--- src/verilog/pwr_seq_pkg.sv ---
package pwr_seq_pkg;

    // ************************************************************
    // Timing constants.
    // ************************************************************
    localparam int unsigned CLK_FREQ_HZ      = 40_000_000;
    localparam int unsigned HW_DEGLITCH_US   = 5000;
    localparam int unsigned HW_DEGLITCH_CYC  =
        (HW_DEGLITCH_US * (CLK_FREQ_HZ / 1_000_000));
    localparam int unsigned RESET_K_US_PER_NF = 1000;
    localparam int unsigned RESET_CAP_NF     = 100;
    localparam int unsigned RESET_TIMER_CYC  =
        (RESET_K_US_PER_NF * RESET_CAP_NF * (CLK_FREQ_HZ / 1_000_000));
    localparam int unsigned PGOOD_CHECK_CYC  = 16;

    // ************************************************************
    // Field positions and reset values.
    // ************************************************************
    localparam int unsigned SUPPLY_COUNT     = 8;
    localparam int unsigned CTRL_SOFT_RST_BIT = 0;
    localparam int unsigned CTRL_SLEEP_BIT   = 6;
    localparam logic [7:0]  FAULT_MASK_RESET = 8'hFF;

    // ************************************************************
    // Operating modes.
    // ************************************************************
    typedef enum logic [5:0] {
        ST_NO_POWER = 6'h01,
        ST_ENABLE   = 6'h02,
        ST_RESET    = 6'h04,
        ST_PG_CHECK = 6'h08,
        ST_NORMAL   = 6'h10,
        ST_SLEEP    = 6'h20
    } mode_e;

    // Cause recorded when sleep is entered.
    typedef enum logic [1:0] {
        SLP_THERMAL = 2'h0,
        SLP_LOW_SYS = 2'h1,
        SLP_SOFT    = 2'h2,
        SLP_PGOOD   = 2'h3
    } sleep_cause_e;

endpackage

--- src/verilog/power_mode_sequencer.sv ---
`timescale 1ns/1ps
// Summary of operation
// Host reset output is driven low throughout the reset state.
// Reset state length is timer constant times capacitance, 1 ms per nF.
// Serial slave engine held in reset while host reset output is low.
// Comparators ignored in reset; timer expiry moves to power-good check.
// Interrupt output falls high to low when reset state ends; the code sets it high only in enable, not on soft or hardware reset.
// Check state enables comparators; below 90 percent flags a fault.
// After check, unmasked fault goes to sleep, otherwise normal.
// Masked supplies raise no fault but their status still reports it.
// All fault mask bits come up masked at power up.
// In normal, thermal or low system voltage sleeps; pgood fault powers off.
// Software reset bit zero in normal enters the reset state.
// Software sleep bit six in normal enters sleep.
// Hardware reset low past 5 ms drops host reset; reset starts on release.
// Hardware or software reset leaves register contents unchanged.
// Sleep entry drops host reset and restores listed control defaults.
// Sleep disables sequencing and supplies; backup regulator per enable bit.
// Leaving sleep sequences supplies from the restored default values.
// Thermal sleep only leaves on undervoltage lockout, to no power.
// Low voltage or soft sleep, battery only: input power goes to enable.
// Sleep with both sources: remove all, reconnect one, goes to enable.
// Standby by bit or pin puts both bucks in pulse mode at standby volts.
// Host must not use the serial lines until host reset output is high.
// Defaults-loaded flag is cleared whenever power-up defaults are loaded.
// Any unmasked status bit change counts as a power-good fault event.
// Reset timer is a counter with a parameter terminal count.
module power_mode_sequencer
    import pwr_seq_pkg::*;
#(
    parameter int unsigned RESET_CYCLES   = pwr_seq_pkg::RESET_TIMER_CYC,
    parameter int unsigned DEGLITCH_CYCLES = pwr_seq_pkg::HW_DEGLITCH_CYC
) (
    // Clock and reset.
    input  wire logic        mclk_i,
    input  wire logic        rst_n_i,
    // External pins.
    input  wire logic        hw_reset_request_n_i,
    input  wire logic        uvlo_i,
    input  wire logic        ac_present_i,
    input  wire logic        usb_present_i,
    input  wire logic        bat_present_i,
    input  wire logic        sys_low_i,
    input  wire logic        thermal_fault_i,
    input  wire logic        standby_pin_i,
    // Supply comparators, one bit per supply, high when below 90 percent.
    input  wire logic [7:0]  supply_below_i,
    // Software control bits.
    input  wire logic        soft_reset_i,
    input  wire logic        soft_sleep_i,
    input  wire logic        standby_bit_i,
    input  wire logic        mask_we_i,
    input  wire logic [7:0]  mask_wdata_i,
    input  wire logic        flag_set_i,
    input  wire logic        backup_enable_i,
    // Host-facing outputs.
    output logic             host_reset_out_n_o,
    output logic             int_n_o,
    output logic             i2c_engine_reset_o,
    // Status and control outputs.
    output logic [5:0]       mode_o,
    output logic [7:0]       supply_status_o,
    output logic [7:0]       supply_fault_mask_reg_o,
    output logic             defaults_loaded_flag_n_o,
    output logic             restore_defaults_o,
    output logic             comparators_en_o,
    output logic             sequencing_en_o,
    output logic             supplies_off_o,
    output logic             backup_regulator_on_o,
    output logic             buck_standby_o
);
    import pwr_seq_pkg::*;

    // ************************************************************
    // Pin input synchronisers.
    // ************************************************************
    localparam int unsigned NPIN = 8;
    logic [NPIN-1:0] pin_raw;
    logic [NPIN-1:0] sync1;
    logic [NPIN-1:0] sync2;
    logic [NPIN-1:0] sync3;
    logic [NPIN-1:0] pin_q;

    assign pin_raw = {standby_pin_i, thermal_fault_i, sys_low_i,
                      bat_present_i, usb_present_i, ac_present_i,
                      uvlo_i, hw_reset_request_n_i};

    // Three stages; a level is accepted once stages two and three agree.
    always_ff @(posedge mclk_i or negedge rst_n_i) begin
        if (!rst_n_i) begin
            sync1 <= 8'h01;
            sync2 <= 8'h01;
            sync3 <= 8'h01;
            pin_q <= 8'h01;
        end else begin
            sync1 <= pin_raw;
            sync2 <= sync1;
            sync3 <= sync2;
            pin_q <= (sync2 & sync3) | (pin_q & (sync2 ^ sync3));
        end
    end

    logic hw_req_n;
    logic uvlo;
    logic input_pwr;
    logic bat;
    logic sys_low;
    logic thermal;
    logic standby_pin;
    assign hw_req_n    = pin_q[0];
    assign uvlo        = pin_q[1];
    assign input_pwr   = pin_q[2] | pin_q[3];
    assign bat         = pin_q[4];
    assign sys_low     = pin_q[5];
    assign thermal     = pin_q[6];
    assign standby_pin = pin_q[7];

    // Comparator bus, synchronised the same way.
    logic [7:0] cmp1;
    logic [7:0] cmp2;
    logic [7:0] cmp3;
    logic [7:0] cmp_q;
    always_ff @(posedge mclk_i or negedge rst_n_i) begin
        if (!rst_n_i) begin
            cmp1  <= 8'h00;
            cmp2  <= 8'h00;
            cmp3  <= 8'h00;
            cmp_q <= 8'h00;
        end else begin
            cmp1  <= supply_below_i;
            cmp2  <= cmp1;
            cmp3  <= cmp2;
            cmp_q <= (cmp2 & cmp3) | (cmp_q & (cmp2 ^ cmp3));
        end
    end

    // ************************************************************
    // State and counters.
    // ************************************************************
    mode_e        state;
    mode_e        next_state;
    sleep_cause_e cause;
    logic [31:0]  timer;
    logic [31:0]  dgl_cnt;
    logic         hw_held;
    logic         inputs_gone;
    logic         pg_fault;

    // ************************************************************
    // Decoding helpers.
    // ************************************************************
    // True in the modes where the host runs and the monitors watch.
    function automatic logic is_host_mode(input mode_e m);
        return m == ST_PG_CHECK || m == ST_NORMAL;
    endfunction

    // True on the cycle that carries the machine into sleep.
    function automatic logic is_sleep_entry(input mode_e cur,
                                            input mode_e nxt);
        return cur != ST_SLEEP && nxt == ST_SLEEP;
    endfunction

    // Hardware reset deglitch: count low time, latch when it passes.
    always_ff @(posedge mclk_i or negedge rst_n_i) begin
        if (!rst_n_i) begin
            dgl_cnt <= 32'h0;
            hw_held <= 1'b0;
        end else if (hw_req_n) begin
            dgl_cnt <= 32'h0;
            hw_held <= 1'b0;
        end else if (state == ST_NORMAL || hw_held) begin
            if (dgl_cnt >= DEGLITCH_CYCLES)
                hw_held <= 1'b1;
            else
                dgl_cnt <= dgl_cnt + 32'h1;
        end
    end

    // Fault mask: reset to all masked, written by software only.
    always_ff @(posedge mclk_i or negedge rst_n_i) begin
        if (!rst_n_i)
            supply_fault_mask_reg_o <= FAULT_MASK_RESET;
        else if (mask_we_i)
            supply_fault_mask_reg_o <= mask_wdata_i;
    end

    // Status register follows the comparators only while they run.
    always_ff @(posedge mclk_i or negedge rst_n_i) begin
        if (!rst_n_i)
            supply_status_o <= 8'h00;
        else if (comparators_en_o)
            supply_status_o <= cmp_q;
    end

    // Fault: an unmasked bit that is set; in normal, an unmasked bit that toggles.
    always_comb begin
        pg_fault = |(cmp_q & ~supply_fault_mask_reg_o);
        if (state == ST_NORMAL)
            pg_fault = |((cmp_q ^ supply_status_o)
                         & ~supply_fault_mask_reg_o);
    end

    // Next-state decision.
    always_comb begin
        next_state = state;
        unique case (state)
            ST_NO_POWER: begin
                if (!uvlo && (input_pwr || bat))
                    next_state = ST_ENABLE;
            end
            ST_ENABLE: begin
                if (!sys_low)
                    next_state = ST_RESET;
            end
            ST_RESET: begin
                if (timer >= RESET_CYCLES - 1)
                    next_state = ST_PG_CHECK;
            end
            ST_PG_CHECK: begin
                if (timer >= PGOOD_CHECK_CYC - 1)
                    next_state = pg_fault ? ST_SLEEP : ST_NORMAL;
            end
            ST_NORMAL: begin
                if (thermal || sys_low)
                    next_state = ST_SLEEP;
                else if (pg_fault)
                    next_state = ST_NO_POWER;
                else if (hw_held && hw_req_n)
                    next_state = ST_RESET;
                else if (soft_reset_i)
                    next_state = ST_RESET;
                else if (soft_sleep_i)
                    next_state = ST_SLEEP;
            end
            ST_SLEEP: begin
                if (uvlo)
                    next_state = ST_NO_POWER;
                else if (cause == SLP_THERMAL)
                    next_state = ST_SLEEP;
                else if (inputs_gone && input_pwr)
                    next_state = ST_ENABLE;
            end
        endcase
    end

    // Every move goes through next_state, so the timer and the outputs
    // always follow the same decision as the state itself.
    always_ff @(posedge mclk_i or negedge rst_n_i) begin
        if (!rst_n_i)
            state <= ST_NO_POWER;
        else
            state <= next_state;
    end

    // Shared timer for the reset and check states.
    always_ff @(posedge mclk_i or negedge rst_n_i) begin
        if (!rst_n_i)
            timer <= 32'h0;
        else if (next_state != state)
            timer <= 32'h0;
        else
            timer <= timer + 32'h1;
    end

    // Sleep cause and input removal tracking.
    always_ff @(posedge mclk_i or negedge rst_n_i) begin
        if (!rst_n_i) begin
            cause       <= SLP_SOFT;
            inputs_gone <= 1'b0;
        end else if (is_sleep_entry(state, next_state)) begin
            if (state == ST_PG_CHECK)
                cause <= SLP_PGOOD;
            else if (thermal)
                cause <= SLP_THERMAL;
            else if (sys_low)
                cause <= SLP_LOW_SYS;
            else
                cause <= SLP_SOFT;
            inputs_gone <= !input_pwr;
        end else if (state == ST_SLEEP && !input_pwr) begin
            inputs_gone <= 1'b1;
        end
    end

    // ************************************************************
    // Outputs.
    // ************************************************************
    // The host runs only in check and normal, and not while a latched
    // hardware reset request is still held low.
    logic host_run;
    assign host_run = is_host_mode(next_state) && !(hw_held && !hw_req_n);

    // Host reset, serial engine reset and interrupt.
    always_ff @(posedge mclk_i or negedge rst_n_i) begin
        if (!rst_n_i) begin
            host_reset_out_n_o <= 1'b0;
            i2c_engine_reset_o <= 1'b1;
            int_n_o            <= 1'b1;
        end else begin
            host_reset_out_n_o <= host_run;
            i2c_engine_reset_o <= !host_run;
            if (state == ST_RESET && next_state == ST_PG_CHECK)
                int_n_o <= 1'b0;
            else if (next_state == ST_ENABLE)
                int_n_o <= 1'b1;
        end
    end

    // Mode flags and power control.
    always_ff @(posedge mclk_i or negedge rst_n_i) begin
        if (!rst_n_i) begin
            mode_o                <= ST_NO_POWER;
            comparators_en_o      <= 1'b0;
            sequencing_en_o       <= 1'b0;
            supplies_off_o        <= 1'b1;
            backup_regulator_on_o <= 1'b0;
            restore_defaults_o    <= 1'b0;
            buck_standby_o        <= 1'b0;
        end else begin
            mode_o           <= next_state;
            comparators_en_o <= is_host_mode(next_state);
            sequencing_en_o  <= next_state == ST_ENABLE;
            supplies_off_o   <= next_state == ST_SLEEP
                                || next_state == ST_NO_POWER;
            backup_regulator_on_o <= next_state != ST_NO_POWER
                                     && (next_state != ST_SLEEP
                                         || backup_enable_i);
            restore_defaults_o <= is_sleep_entry(state, next_state);
            buck_standby_o   <= next_state == ST_NORMAL
                                && (standby_bit_i || standby_pin);
        end
    end

    // Defaults-loaded flag: cleared on default load, set by the host.
    always_ff @(posedge mclk_i or negedge rst_n_i) begin
        if (!rst_n_i)
            defaults_loaded_flag_n_o <= 1'b0;
        else if (next_state == ST_NO_POWER
                 || is_sleep_entry(state, next_state))
            defaults_loaded_flag_n_o <= 1'b0;
        else if (flag_set_i)
            defaults_loaded_flag_n_o <= 1'b1;
    end

endmodule // power_mode_sequencer

--- config.mk ---
export PLATFORM = sky130hd
export DESIGN_NAME = power_mode_sequencer
export DESIGN_NICKNAME = d
export VERILOG_FILES = /design/src/verilog/pwr_seq_pkg.sv /design/src/verilog/power_mode_sequencer.sv
export SDC_FILE = /design/constraint.sdc
export NUM_CORES = 1
export LEC_CHECK = 0
export ABC_AREA = 1
export BUFFER_PORTS_ARGS = -buffer_cell sky130_fd_sc_hd__buf_4
export CORE_MARGIN = 3
export CORE_UTILIZATION = 45
export DETAILED_ROUTE_END_ITERATION = 7
export GPL_ROUTABILITY_DRIVEN = 0
export PLACE_DENSITY = 0.71
export SYNTH_ARGS = -nofsm -noshare
export SYNTH_HDL_FRONTEND = slang
export SYNTH_SLANG_ARGS = --single-unit
--- constraint.sdc ---
create_clock -name mclk_i -period 3.1 [get_ports mclk_i]
set_input_delay 0.31 -clock mclk_i [delete_from_list [all_inputs] [get_ports mclk_i]]
set_output_delay 0.31 -clock mclk_i [all_outputs]
set_load 0.01 [all_outputs]
==> results.tsv <==
metric	value	unit
post-dp-hpwl	10300	um
cts_tree	built	
highest_layer	met4	
internal-power	3.99	mW
path_max_fanout	32	
antenna_found_initial	0	
via_count	5461	
placed_area	8090	um2
grtUsageTotal	17.5	%
synth.top_cell.area_share	49.9	%
grt_max_degree	86	
yosysTopAreaCell	dfrtp_1	
area_growth	21.0	%
cp_slowest_cell	dfstp_2	
path_class	flop to flop	
tns	0	ps
insertion_delay	420	ps
reg.largest.list	dgl_cnt: 32 flops, timer: 32 flops	
setup_violations	0	
critPathLaunchType	flop	
p_per_area	619	nW/um2
power	5.52	mW
synth_cells	802	
die_y	134	um
power.share.clock	41.1	%
maxSlewViolCount	0	
drv_cap	0	
power_frac_seq	43.0	%
drt_iter0_markers	459	
combPwrFrac	15.9	%
ys_async_sr_fraction	100	%
hold_path.class	primary input to flop	
grt_pass1_wl	25400	um
vias_per_cell	4.87	
drive_above_1_share	17.8	%
die_x	134	um
max-slew-margin-rel	50.1	%
place_ws	539	ps
worst_ep_arrival_time	2890	ps
port_buffers	63	
ys_ff_latch	164	
die_area	17900	um2
fill_cells	1375	
syn_nets	853	
dr_wl_met2	6690	um
min_period	2600	ps
synthMuxAreaShare	0	%
coreArea	15900	um2
rows	46	
synth_most_common_cell	nand2_1	
synth_area	7370	um2
grt_pass1_vias	5392	
drt_pass1_iterations	6	
max_freq	385	MHz
synth_top_family_by_area	simple AND/OR/NAND/NOR gates	
p_sw	1.53	mW
finalHoldViolCount	0	
n_antenna_cell	0	
dr_wl_met3	724	um
p_sw_share	27.7	%
p_leak	4.26	nW
met1Wirelength	7030	um
whs	88.6	ps
post-cts-setup-buffers	0	
rsz0062_at_grt	no	
yosysUniqueCellTypes	39	
status	complete, no violations	
drt-total-wl	14700	um
synth-main-ff-cell	dfrtp_1	
pin_count	64	
yosys.area_share.simple	23.0	%
peakVddDrop	433	uV
crit_chain	inv_1 -> o21bai_1 -> nor3_1 -> o211ai_1 -> nand3_1 -> o21ai_0 -> nor2_2 -> nand2_4 -> nor2_1	
worst_pin_slew	748	ps
drcViolationCount	0	
required	3390	ps
ys_top_cells_by_area	dfrtp_1, nand2_1, dfstp_2, inv_1, nor2_1	
finClkSkew	10.3	ps
fin_crit_sh	83.8	%
yosysWarnings	0	
ant_nets	0	
clock_path_buffers	2	
multiInputGateArea	2750	um2
root_buffer	clkbuf_16	
h-tree-depth	4	
final_area	8910	um2
wl_per_cell	13.1	um
syn-mean-instance-area	9.19	um2
regArea	4130	um2
clkTransAtPathRegs	60	ps
final_nets	944	
synth_edf_count	0	
cts_buffers	17	
grt.overflow.total	0	
slowest_delay	670	ps
clock_sinks	164	
worstSetupEndpointType	flop	
synth_xor_area_share	4.04	%
ys_seq_area_share	56.0	%
synth_compound_area_share	6.98	%
final.setup.worst_slack	501	ps
synth_commonest_cells	nand2_1, dfrtp_1, inv_1	
yosys.area_share.adder	3.23	%
start_util	46.2	%
[stage by stage]
stage,instances,utilization [%]
4_1_cts,1122,55.9
6_report,1122,55.9
3_3_place_gp,1073,50.7
3_5_place_dp,1073,50.7
5_1_grt,1122,55.9
2_1_floorplan,802,-
[timing repair]
item | in CTS | in global routing
hold buffers | 17 | 0
gates resized for setup | 0 | 0
hold endpoints to repair | 88 | 0
setup endpoints to repair | 0 | 0
[path summary, 6_finish.rpt]
kind / from / end / slack, ps / depth (start not counted)
max in group asynchronous: rst_n_i / sync1[0]$_DFF_PN1_ / 1710 / 3
setup / recovery: pin_q[0]$_DFF_PN1_ / timer[31]$_DFF_PN0_ / 500 / 9
hold reg to reg: sync1[7]$_DFF_PN0_ / sync2[7]$_DFF_PN0_ / 340 / 0
min in group asynchronous: rst_n_i / cmp3[6]$_DFF_PN0_ / 500 / 2
setup reg to reg: pin_q[0]$_DFF_PN1_ / timer[31]$_DFF_PN0_ / 500 / 9
hold / removal: backup_enable_i / backup_regulator_on_o$_DFF_PN0_ / 90 / 3
[metal layers]
| metal | GRT usage, % | vias up |
|---|---|---|
| li1 | - | 2739 |
| met1 | 24.3 | 2546 |
| met2 | 27.5 | 157 |
| met3 | 4.05 | 19 |
| met4 | 5.60 | 0 |
| met5 | 0 | - |
[power by group through the flow]
stage | clock network, mW | logic, mW | registers [mW]
after detailed placement | 0 | 0.860 | 2.41
after global routing | 2.43 | 0.981 | 2.39
after CTS | 2.32 | 0.884 | 2.37
after floorplan | 0 | 0.652 | 2.39
final | 2.27 | 0.876 | 2.37
after global placement | 0 | 0.844 | 2.41
[final cells by class]
cell class / count / area share, %
Sequential cell: 164 / 46.3
Inverter: 114 / 4.80
Clock buffer: 22 / 5.43
Multi-Input combinational cell: 512 / 30.8
Tap cell: 216 / 3.03
Timing Repair Buffer: 84 / 7.73
Clock inverter: 10 / 1.92
[critical path: cells and delay by family (launching register included)]
family	cells	cell delay (ps)
and+or+nand+nor	5	790
AOI/OAI and AO/OA	3	770
buffers and inverters	1	220
DFF	1	670
[logic make-up (layout without fill, tap and decap cells)]
logic type	after synthesis	in the layout
AND/OR/NAND/NOR	374	374
flip-flops	164	164
buffers and inverters	126	230
AO/OA/AOI/OAI	85	85
XOR/XNOR	34	34
adder cells (fa/ha/maj)	19	19
[placed cells by master, fill, tap and decap left out, drive strengths merged, types with 3 or more instances in the layout]
| cell | netlist | final |
|---|---|---|
| nand3 | 50 | 50 |
| o31ai | 9 | 9 |
| dlygate4sd3 | 0 | 17 |
| nor2 | 121 | 121 |
| nor4 | 6 | 6 |
| nand3b | 3 | 3 |
| nand4 | 20 | 20 |
| o211ai | 3 | 3 |
| a21o | 17 | 17 |
| a21oi | 6 | 6 |
| nor3 | 15 | 15 |
| xnor2 | 8 | 8 |
| inv | 113 | 113 |
| dfstp | 17 | 17 |
| o22ai | 5 | 5 |
| dfrtp | 147 | 147 |
| bufinv | 0 | 4 |
| clkbuf | 7 | 22 |
| o21ai | 41 | 41 |
| clkinv | 1 | 6 |
| nand2 | 155 | 155 |
| ha | 19 | 19 |
| buf | 5 | 67 |
| xor2 | 26 | 26 |
No activity file was read; power rests on OpenSTA's default activity.
